## config.mk

```make
export PLATFORM = sky130hd
export DESIGN_NAME = ovsw_regs
export DESIGN_NICKNAME = d
export VERILOG_FILES = /design/src/hw/ovsw_pkg.sv /design/src/hw/ovsw_sync.sv /design/src/hw/ovsw_regs.sv
export SDC_FILE = /design/constraint.sdc
export NUM_CORES = 1
export LEC_CHECK = 0
export ABC_AREA = 1
export ABC_CLOCK_PERIOD_IN_PS = 1700
export BUFFER_PORTS_ARGS = -buffer_cell sky130_fd_sc_hd__buf_4
export CAP_MARGIN = 20
export CORE_AREA = 2 2 92 94
export DETAILED_ROUTE_END_ITERATION = 12
export DIE_AREA = 0 0 94 96
export PLACE_DENSITY = 0.79
export SYNTH_ARGS = -nofsm -noshare
export SYNTH_HDL_FRONTEND = slang
export SYNTH_SLANG_ARGS = --single-unit
```

## constraint.sdc

```tcl
create_clock -name clk -period 1.7 [get_ports clk]
set_input_delay 0 -clock clk [delete_from_list [all_inputs] [get_ports clk]]
set_output_delay 0 -clock clk [all_outputs]
set_load 0.02 [all_outputs]
```

## src/hw/ovsw_pkg.sv

```systemverilog
package ovsw_pkg;

    // register offsets
    localparam logic [7:0] OVSW_ADDR_IDENT  = 8'h00;
    localparam logic [7:0] OVSW_ADDR_CTRL   = 8'h01;
    localparam logic [7:0] OVSW_ADDR_STATUS = 8'h02;
    localparam logic [7:0] OVSW_ADDR_FLAGS  = 8'h03;
    localparam logic [7:0] OVSW_ADDR_MASK   = 8'h04;

    // field positions
    localparam int OVSW_BIT_SW_DIS   = 7;
    localparam int OVSW_BIT_DETECTION_ENABLE   = 6;
    localparam int OVSW_BIT_PON      = 7;
    localparam int OVSW_BIT_TAG      = 6;
    localparam int OVSW_BIT_TMO      = 5;
    localparam int OVSW_BIT_SW_ON    = 4;
    localparam int OVSW_BIT_OV       = 2;
    localparam int OVSW_BIT_HS       = 1;
    localparam int OVSW_BIT_OT       = 0;
    localparam logic [1:0] OVSW_CTRL_ILLEGAL = 2'h1;

    // reset values
    localparam logic [1:0] OVSW_CTRL_RST = 2'h0;
    localparam logic [3:0] OVSW_STAT_RST = 4'h0;
    localparam logic [2:0] OVSW_FLAG_RST = 3'h0;
    localparam logic [7:0] OVSW_MASK_RST = 8'h00;
    localparam logic [7:0] OVSW_MASK_USED = 8'hF7;

    // identification values are arbitrary
    localparam logic [4:0] OVSW_VENDOR_CODE   = 5'h1A;
    localparam logic [2:0] OVSW_REVISION_CODE = 3'h5;

    // timing
    localparam int OVSW_CLK_PERIOD_NS       = 10;
    localparam int OVSW_DEBOUNCE_TIME_US    = 15;
    localparam int OVSW_SHORT_RESTART_US    = 100;
    localparam int OVSW_INT_TIMEOUT_US      = 1000;
    localparam int OVSW_DEBOUNCE_CYC =
        (OVSW_DEBOUNCE_TIME_US * 1000 + OVSW_CLK_PERIOD_NS - 1) / OVSW_CLK_PERIOD_NS;
    localparam int OVSW_SHORT_RESTART_CYC =
        (OVSW_SHORT_RESTART_US * 1000 + OVSW_CLK_PERIOD_NS - 1) / OVSW_CLK_PERIOD_NS;
    localparam int OVSW_INT_TIMEOUT_CYC =
        (OVSW_INT_TIMEOUT_US * 1000) / OVSW_CLK_PERIOD_NS;
    localparam int OVSW_CNT_W = 20;

    // power switch states, gray along off -> debounce -> on -> short wait
    typedef enum logic [1:0] {
        OVSW_SW_OFF  = 2'h0,
        OVSW_SW_DEB  = 2'h1,
        OVSW_SW_ON   = 2'h3,
        OVSW_SW_HSW  = 2'h2
    } ovsw_sw_state_t;

endpackage

```

## src/hw/ovsw_sync.sv

```systemverilog
`timescale 1ns/1ps
`default_nettype none
module ovsw_sync #(
    parameter int WIDTH = 1
) (
    input  wire logic             clk,
    input  wire logic             sys_rst,
    input  wire logic [WIDTH-1:0] async_in,
    output logic      [WIDTH-1:0] sync_out
);
    logic [WIDTH-1:0] meta_r;
    logic [WIDTH-1:0] hold_r;

    // two stages; only the second stage is visible outside
    always_ff @(posedge clk) begin
        if (sys_rst) begin
            meta_r <= '0;
            hold_r <= '0;
        end else begin
            meta_r <= async_in;
            hold_r <= meta_r;
        end
    end

    assign sync_out = hold_r;
endmodule
`default_nettype wire

```

## src/hw/ovsw_regs.sv

```systemverilog
`timescale 1ns/1ps
`default_nettype none
module ovsw_regs
    import ovsw_pkg::*;
#(
    parameter int DEB_CYCLES = OVSW_DEBOUNCE_CYC,
    parameter int HS_CYCLES  = OVSW_SHORT_RESTART_CYC,
    parameter int ITO_CYCLES = OVSW_INT_TIMEOUT_CYC
) (
    input  wire logic       clk,
    input  wire logic       sys_rst,
    input  wire logic       chip_enable_n,
    input  wire logic       vin_above_uv_rise,
    input  wire logic       vin_below_uv_fall,
    input  wire logic       vin_over_ov,
    input  wire logic       out_hard_short,
    input  wire logic       die_over_temp,
    input  wire logic       det_period,
    input  wire logic [7:0] adc_result,
    input  wire logic [7:0] adc_threshold,
    input  wire logic [7:0] reg_addr,
    input  wire logic [7:0] reg_wdata,
    input  wire logic       reg_wr,
    input  wire logic       reg_rd,
    output logic      [7:0] reg_rdata,
    output logic            switch_gate_on,
    output logic            test_current_en,
    output logic            adc_run,
    output logic            interrupt_n_o,
    output logic            interrupt_n_oe
);
    localparam logic [OVSW_CNT_W-1:0] DEB_LAST = OVSW_CNT_W'(DEB_CYCLES - 1);
    localparam logic [OVSW_CNT_W-1:0] HS_LAST  = OVSW_CNT_W'(HS_CYCLES - 1);
    localparam logic [OVSW_CNT_W-1:0] ITO_LAST = OVSW_CNT_W'(ITO_CYCLES - 1);

    // analog comparator levels come from another domain
    logic [5:0] sync_v;
    logic       enb_n_s;
    logic       uv_rise_s;
    logic       uv_fall_s;
    logic       ov_s;
    logic       hs_s;
    logic       ot_s;

    ovsw_sync #(
        .WIDTH (6)
    ) u_sync (
        .clk      (clk),
        .sys_rst  (sys_rst),
        .async_in ({chip_enable_n, vin_above_uv_rise, vin_below_uv_fall,
                    vin_over_ov, out_hard_short, die_over_temp}),
        .sync_out (sync_v)
    );
    assign {enb_n_s, uv_rise_s, uv_fall_s, ov_s, hs_s, ot_s} = sync_v;

    logic [1:0]             ctrl_r;
    logic [1:0]             ctrl_nxt;
    logic [3:0]             stat_r;
    logic [3:0]             stat_nxt;
    logic [2:0]             flag_r;
    logic [2:0]             flag_nxt;
    logic [7:0]             mask_r;
    logic [7:0]             mask_nxt;
    logic [7:0]             pend_r;
    logic [7:0]             pend_nxt;
    logic [7:0]             rdata_r;
    logic [7:0]             rdata_nxt;
    logic                   irq_r;
    logic                   irq_nxt;
    logic                   det_run_r;
    logic                   det_run_nxt;
    logic                   det_prd_r;
    logic [OVSW_CNT_W-1:0]  ito_cnt_r;
    logic [OVSW_CNT_W-1:0]  ito_cnt_nxt;
    ovsw_sw_state_t         sw_r;
    ovsw_sw_state_t         sw_nxt;
    logic [OVSW_CNT_W-1:0]  sw_cnt_r;
    logic [OVSW_CNT_W-1:0]  sw_cnt_nxt;

    logic       enabled;
    logic       sw_mode;
    logic       det_active;
    logic       stress;
    logic       pon_rise;
    logic       rd_status;
    logic       rd_flags;
    logic       ito_hit;
    logic       det_start;
    logic       release_int;
    logic [2:0] flag_set;
    logic [2:0] flag_kept;
    logic [7:0] events;

    assign enabled   = !enb_n_s;
    assign sw_mode   = enabled && !ctrl_r[1];
    assign rd_status = reg_rd && (reg_addr == OVSW_ADDR_STATUS);
    assign rd_flags  = reg_rd && (reg_addr == OVSW_ADDR_FLAGS);
    assign pon_rise  = enabled && uv_rise_s && !stat_r[3];
    assign det_start = ctrl_r[0] && det_period && !det_prd_r;
    assign ito_hit   = irq_r && (ito_cnt_r == ITO_LAST);
    // the converter runs only while the input sits below the falling uv level
    assign det_active = enabled && ctrl_r[0] && uv_fall_s && det_period;
    // any stress keeps or forces the transistor off
    assign stress = !uv_rise_s || ov_s || hs_s || ot_s || det_active;

    // control register: illegal code dropped, power-up restores defaults
    always_comb begin
        ctrl_nxt = ctrl_r;
        if (pon_rise) begin
            ctrl_nxt = OVSW_CTRL_RST;
        end else if (reg_wr && reg_addr == OVSW_ADDR_CTRL &&
                     reg_wdata[7:6] != OVSW_CTRL_ILLEGAL) begin
            ctrl_nxt = reg_wdata[7:6];
        end
        mask_nxt = mask_r;
        if (reg_wr && reg_addr == OVSW_ADDR_MASK) begin
            mask_nxt = reg_wdata & OVSW_MASK_USED;  // reserved bit reads zero
        end
    end

    // switch sequencer: debounce before turn-on, hold off after a short
    always_comb begin
        sw_nxt     = sw_r;
        sw_cnt_nxt = sw_cnt_r;
        case (sw_r)
            OVSW_SW_OFF: begin
                sw_cnt_nxt = '0;
                if (sw_mode && hs_s) begin
                    sw_nxt = OVSW_SW_HSW;
                end else if (sw_mode && !stress) begin
                    sw_nxt = OVSW_SW_DEB;
                end
            end
            OVSW_SW_DEB: begin
                sw_cnt_nxt = sw_cnt_r + 1'b1;
                if (sw_mode && hs_s) begin
                    sw_nxt     = OVSW_SW_HSW;
                    sw_cnt_nxt = '0;
                end else if (!sw_mode || stress) begin
                    sw_nxt = OVSW_SW_OFF;
                end else if (sw_cnt_r == DEB_LAST) begin
                    sw_nxt = OVSW_SW_ON;
                end
            end
            OVSW_SW_ON: begin
                sw_cnt_nxt = '0;
                if (sw_mode && hs_s) begin
                    sw_nxt = OVSW_SW_HSW;
                end else if (!sw_mode || stress) begin
                    sw_nxt = OVSW_SW_OFF;
                end
            end
            OVSW_SW_HSW: begin
                // held off even if the flag was read meanwhile
                sw_cnt_nxt = sw_cnt_r + 1'b1;
                if (sw_cnt_r == HS_LAST) begin
                    sw_nxt = OVSW_SW_OFF;
                end
            end
            default: begin
                sw_nxt     = OVSW_SW_OFF;
                sw_cnt_nxt = '0;
            end
        endcase
    end

    // status bits; detection bits freeze while detection is disabled
    always_comb begin
        stat_nxt = stat_r;
        if (enabled && uv_rise_s) begin
            stat_nxt[3] = 1'b1;
        end else if (uv_fall_s || !enabled) begin
            stat_nxt[3] = 1'b0;
        end
        if (ctrl_r[0]) begin
            if (adc_result > adc_threshold) begin
                stat_nxt[2] = 1'b1;
            end else if (adc_result < adc_threshold) begin
                stat_nxt[2] = 1'b0;
            end
            stat_nxt[1] = !det_period;
        end
        stat_nxt[0] = (sw_r == OVSW_SW_ON);
        det_run_nxt = det_active;
    end

    // protection flags: a set in the clearing cycle wins over the read
    always_comb begin
        flag_set  = sw_mode ? {ov_s, hs_s, ot_s} : 3'h0;
        flag_kept = rd_flags ? 3'h0 : flag_r;
        flag_nxt  = flag_kept | flag_set;
    end

    // pending interrupt events, one per status or flag bit
    always_comb begin
        events = 8'h00;
        if (enabled) begin
            events[OVSW_BIT_PON]   = pon_rise;
            events[OVSW_BIT_TAG]   = stat_nxt[2] && !stat_r[2];
            events[OVSW_BIT_TMO]   = stat_nxt[1] && !stat_r[1];
            events[OVSW_BIT_SW_ON] = stat_nxt[0] && !stat_r[0];
            events[2:0]            = flag_set & ~flag_kept;
        end
        release_int = rd_status || rd_flags || ito_hit || det_start ||
                      (uv_fall_s && stat_r[3]) || !enabled;
        pend_nxt = (release_int ? 8'h00 : pend_r) | events;
        irq_nxt  = |(pend_r & ~mask_r);
        ito_cnt_nxt = irq_r ? ((ito_cnt_r == ITO_LAST) ? '0 : ito_cnt_r + 1'b1) : '0;
    end

    // read data: value before any clear, reserved bits zero
    always_comb begin
        rdata_nxt = rdata_r;
        if (reg_rd) begin
            case (reg_addr)
                OVSW_ADDR_IDENT:  rdata_nxt = {OVSW_VENDOR_CODE, OVSW_REVISION_CODE};
                OVSW_ADDR_CTRL:   rdata_nxt = {ctrl_r, 6'h00};
                OVSW_ADDR_STATUS: rdata_nxt = {stat_r, 4'h0};
                OVSW_ADDR_FLAGS:  rdata_nxt = {5'h00, flag_r};
                OVSW_ADDR_MASK:   rdata_nxt = mask_r;
                default:          rdata_nxt = 8'h00;
            endcase
        end
    end

    // state registers
    always_ff @(posedge clk) begin
        if (sys_rst) begin
            ctrl_r    <= OVSW_CTRL_RST;
            mask_r    <= OVSW_MASK_RST;
            stat_r    <= OVSW_STAT_RST;
            flag_r    <= OVSW_FLAG_RST;
            pend_r    <= 8'h00;
            irq_r     <= 1'b0;
            ito_cnt_r <= '0;
            rdata_r   <= 8'h00;
            det_run_r <= 1'b0;
            det_prd_r <= 1'b0;
            sw_r      <= OVSW_SW_OFF;
            sw_cnt_r  <= '0;
        end else begin
            ctrl_r    <= ctrl_nxt;
            mask_r    <= mask_nxt;
            stat_r    <= stat_nxt;
            flag_r    <= flag_nxt;
            pend_r    <= pend_nxt;
            irq_r     <= irq_nxt;
            ito_cnt_r <= ito_cnt_nxt;
            rdata_r   <= rdata_nxt;
            det_run_r <= det_run_nxt;
            det_prd_r <= det_period;
            sw_r      <= sw_nxt;
            sw_cnt_r  <= sw_cnt_nxt;
        end
    end

    // open drain: only ever pulls low, never drives high
    assign interrupt_n_o   = 1'b0;
    assign interrupt_n_oe  = irq_r;
    assign reg_rdata       = rdata_r;
    assign switch_gate_on  = stat_r[0];
    assign test_current_en = det_run_r;
    assign adc_run         = det_run_r;
endmodule
`default_nettype wire

```

==> impl_metrics.py <==
metrics = {
    "setup_path": {
        "r2r_start": "sw_cnt_r[1]",
        "slowest_stage": "dfxtp_1",
        "critPathMostFrequentCell": "nor2_4",
        "worstPathCellList": "ha_2 > nand3_2 > nor2_2 > nand2_2 > nor2_4 > nand2_4 > nor2_4 > nand3_1 > nand2_1 > nor2_1",
        "cp_num_buf_inv": 0,
        "rrSetupSlack_ns": 0.15,
        "cp-end-kind": "flip-flop",
        "slowest_delay_ns": 0.35,
        "worstSetupPathType": "reg2reg",
        "crit_arrival_ns": 1.79,
        "path_max_fanout": 6,
        "critPathTopFamily": "simple AND/OR/NAND/NOR gates",
        "crit_path_start_kind": "flip-flop",
        "reg2reg_depth": 10,
        "cp.required_ns": 1.95,
        "rr_endpoint": "sw_cnt_r[16]",
    },
    "die": {
        "die_w_um": 94,
        "start_util_pct": 53.6,
        "die_h_um": 96,
        "io_pins": 56,
        "placementRows": 33,
        "die_area_mm2": 0.00902,
        "coreArea_mm2": 0.00805,
    },
    "detailed_routing": {
        "routed_wirelength_um": 9250,
        "vias": 3999,
        "final_antenna_net_count": 0,
        "viasPerCell": 5.09,
        "wl_per_cell_um": 11.8,
        "drc": 0,
        "firstDrtPassIters": 5,
        "drtIter0Drc": 160,
    },
    "sta": {
        "worst_slew_pin_slew_ns": 0.490,
        "whs_ns": 0.0117,
        "min_period_ns": 1.55,
        "setup_viol": 0,
        "fin_setup_tns_ns": 0,
        "skew_ns": 0.00944,
        "max-slew-margin-rel_pct": 67.1,
        "slew_viol_final": 0,
        "clock.fmax_mhz": 647,
        "rsz0062_at_grt": "no",
        "final_hold_viol_count": 0,
        "finalCritPeriodShare_pct": 90.9,
    },
    "finish": {
        "num_antenna_cells": 0,
        "area.growth.synth_to_final_pct": 21.4,
        "final_util_pct": 65.1,
        "multi_input_area_mm2": 0.00217,
        "n_fill_cell": 669,
        "design_area_mm2": 0.00524,
        "fin_nets": 730,
        "drive_gt1_share_pct": 17.6,
        "final-seq-area_mm2": 0.00174,
    },
    "cts": {
        "clock-root-buffer": "clkbuf_8",
        "htree_num_levels": 3,
        "clock_sinks": 87,
        "cts.clk_slew.worst_paths_ns": 0.09,
        "cts_made_buffers": 9,
        "clock_latency_ns": 0.35,
        "cts_tree": "yes",
        "clk_path_buf_depth": 2,
    },
    "synth": {
        "synth_edf_count": 0,
        "post_synth_instance_area_mm2": 0.00432,
        "synth_cells": 603,
        "syn_area_per_cell_um2": 7.16,
        "seq_area_frac_synth_pct": 40.3,
        "ys_types": 42,
        "synthArstFlopShare_pct": 0,
        "yosys_warnings": 0,
        "ys.flop_type": "dfxtp_1",
        "synth-seq-cells": 87,
    },
    "power": {
        "clock_power_share_pct": 38.6,
        "netSwitchingFraction_pct": 24.4,
        "p_leak_uw": 0.00212,
        "cellPowerDensity_mw_per_mm2": 834,
        "ir_drop_mv": 0.643,
        "seqPwrFrac_pct": 49.1,
        "p_int_uw": 3310,
        "share_comb_of_total_power_pct": 12.3,
        "p_switching_uw": 1060,
    },
    "worst_hold_path": {
        "min_from": "reg_addr[0]",
        "hold_class": "in2reg",
        "whs_path_depth": 4,
        "min_to": "reg_rdata[7]",
    },
    "status": {
        "status": "finished clean",
    },
    "global_route": {
        "grt_first_pass_wirelength_um": 15600,
        "grt_use_total_pct": 21.5,
        "grt_overflow": 0,
        "grt_start_max_net_pins": 38,
        "antenna_found_initial": 0,
        "grt_pass1_vias": 3707,
    },
    "placed_design": {
        "portBuffers": 52,
        "gp_congestion": 0.912,
        "postPlaceCellArea_mm2": 0.00483,
        "dp_hpwl_um": 6780,
    },
    "job": {
        "max_cap_viol_count": 0,
    },
}
## power groups by stage
| stage | Sequential, uW | Combinational (uW) | Clock [uW] |
|---|---|---|---|
| after CTS | 2140 | 538 | 1730 |
| after global routing | 2150 | 609 | 1820 |
| after floorplan | 2180 | 346 | 0 |
| final | 2150 | 539 | 1690 |
| after global placement | 2190 | 488 | 0 |
| after detailed placement | 2190 | 506 | 0 |
## registers in the layout, summed over array words and instances, names as in the netlist, 3 cells and up
register,flops
u_sync.meta_r,6
ito_cnt_r,20
u_sync.sync_out,6
reg_rdata,7
flag_r,3
mask_r,7
stat_r,4
pend_r,7
sw_cnt_r,20
## layout make-up
type	instances	area share, %
inverter	88	6.30
clock buffer	10	2.43
timing repair buffer	77	12.0
sequential	87	33.3
multi-input combinational	414	41.4
clock inverter	5	2.03
tap	105	2.51
## Yosys cell counts, types with 2 or more instances
library cell | n | area, um^2
a211oi_1 | 2 | 15.0
a21oi_1 | 40 | 200
a21oi_2 | 3 | 26.3
a31oi_1 | 3 | 18.8
and2_1 | 2 | 12.5
buf_2 | 5 | 25.0
buf_4 | 3 | 22.5
clkbuf_1 | 5 | 18.8
dfxtp_1 | 87 | 1740
ha_1 | 10 | 125
inv_1 | 84 | 315
inv_2 | 4 | 15.0
nand2_1 | 104 | 390
nand2_2 | 5 | 31.3
nand2_4 | 2 | 22.5
nand3_1 | 47 | 235
nand3_2 | 4 | 40.0
nand4_1 | 12 | 75.1
nor2_1 | 93 | 349
nor2_2 | 7 | 43.8
nor2_4 | 7 | 78.8
nor3_1 | 17 | 85.1
nor3_2 | 4 | 40.0
nor3_4 | 4 | 65.1
nor3b_1 | 3 | 22.5
nor4_1 | 3 | 18.8
o211ai_1 | 3 | 22.5
o21ai_0 | 16 | 80.1
o21ai_1 | 4 | 20.0
or2_0 | 2 | 12.5
xnor2_1 | 5 | 43.8
xor2_1 | 3 | 26.3
## metrics by stage
step / instances / total power [uW] / setup WS (ns)
floorplan: 604 / 2530 / 0.249
global route: 786 / 4580 / 0.000829
detailed placement: 753 / 2700 / 0.102
CTS: 784 / 4410 / 0.0642
finish: 786 / 4370 / 0.155
global placement: 753 / 2680 / 0.153
## placed cells by master (no fill, tap or decap), drive strengths merged, types with 2 or more instances in the layout
master       netlist  layout
buf               10      61
a31oi              3       3
dfxtp             87      87
nor3              25      25
and2               2       2
nor3b              4       4
o211ai             3       3
dlygate4sd3        0      16
nand3             51      51
inv               88      89
conb               1       2
clkbuf             5      10
bufinv             0       3
nand2            111     111
xor2               3       3
nor2             107     107
or2                3       3
nor4               3       3
ha                10      10
xnor2              5       5
o21ai             20      20
a211oi             2       2
nand4             12      12
a21oi             43      43
## kinds of logic after synthesis
| kind of cell | Yosys count | synth area share, % |
|---|---|---|
| buf+inv | 103 | 9.54 |
| xor+xnor | 8 | 1.62 |
| fa+ha+maj | 10 | 2.90 |
| compound gates | 75 | 9.62 |
| flops | 87 | 40.3 |
| simple gates | 319 | 35.9 |
| other cells | 1 | 0.0869 |
## worst reg2reg max path, stage by stage, from the launching register on
cell     delay (ns)
dfxtp_1        0.35
ha_2           0.21
nand3_2        0.11
nor2_2         0.13
nand2_2        0.09
nor2_4         0.13
nand2_4        0.10
nor2_4         0.13
nand3_1        0.09
nand2_1        0.07
nor2_1         0.04
## worst max path at each step
stage | endpoint | cells after the start | startpoint | slack (ns)
after floorplan | sw_cnt_r[16] | 10 | sw_cnt_r[0] | 0.25
after global placement | ito_cnt_r[16] | 8 | ito_cnt_r[0] | 0.15
after detailed placement | pend_r[1] | 6 | ito_cnt_r[0] | 0.10
after CTS | ito_cnt_r[16] | 8 | ito_cnt_r[0] | 0.06
after global routing | sw_cnt_r[4] | 6 | sw_r[1] | 0.0008
final | sw_cnt_r[16] | 10 | sw_cnt_r[1] | 0.15
## layer usage
metal / wire (um) / GRT usage [%] / vias up
met4: 167 / 7.73 / 0
met5: 0 / 0 / -
met1: 4190 / 26.6 / 1822
li1: - / - / 2082
met3: 311 / 4.46 / 15
met2: 4580 / 37.3 / 80
## timing repair
| action | 4_1_cts | 5_1_grt |
|---|---|---|
| endpoints found under the hold margin | 30 | 0 |
| hold buffers | 16 | 0 |
| endpoints found under the setup margin | 0 | 13 |
| buffers inserted | 0 | 2 |
| resized for setup | 0 | 3 |
(Power assumes the default switching activity.)
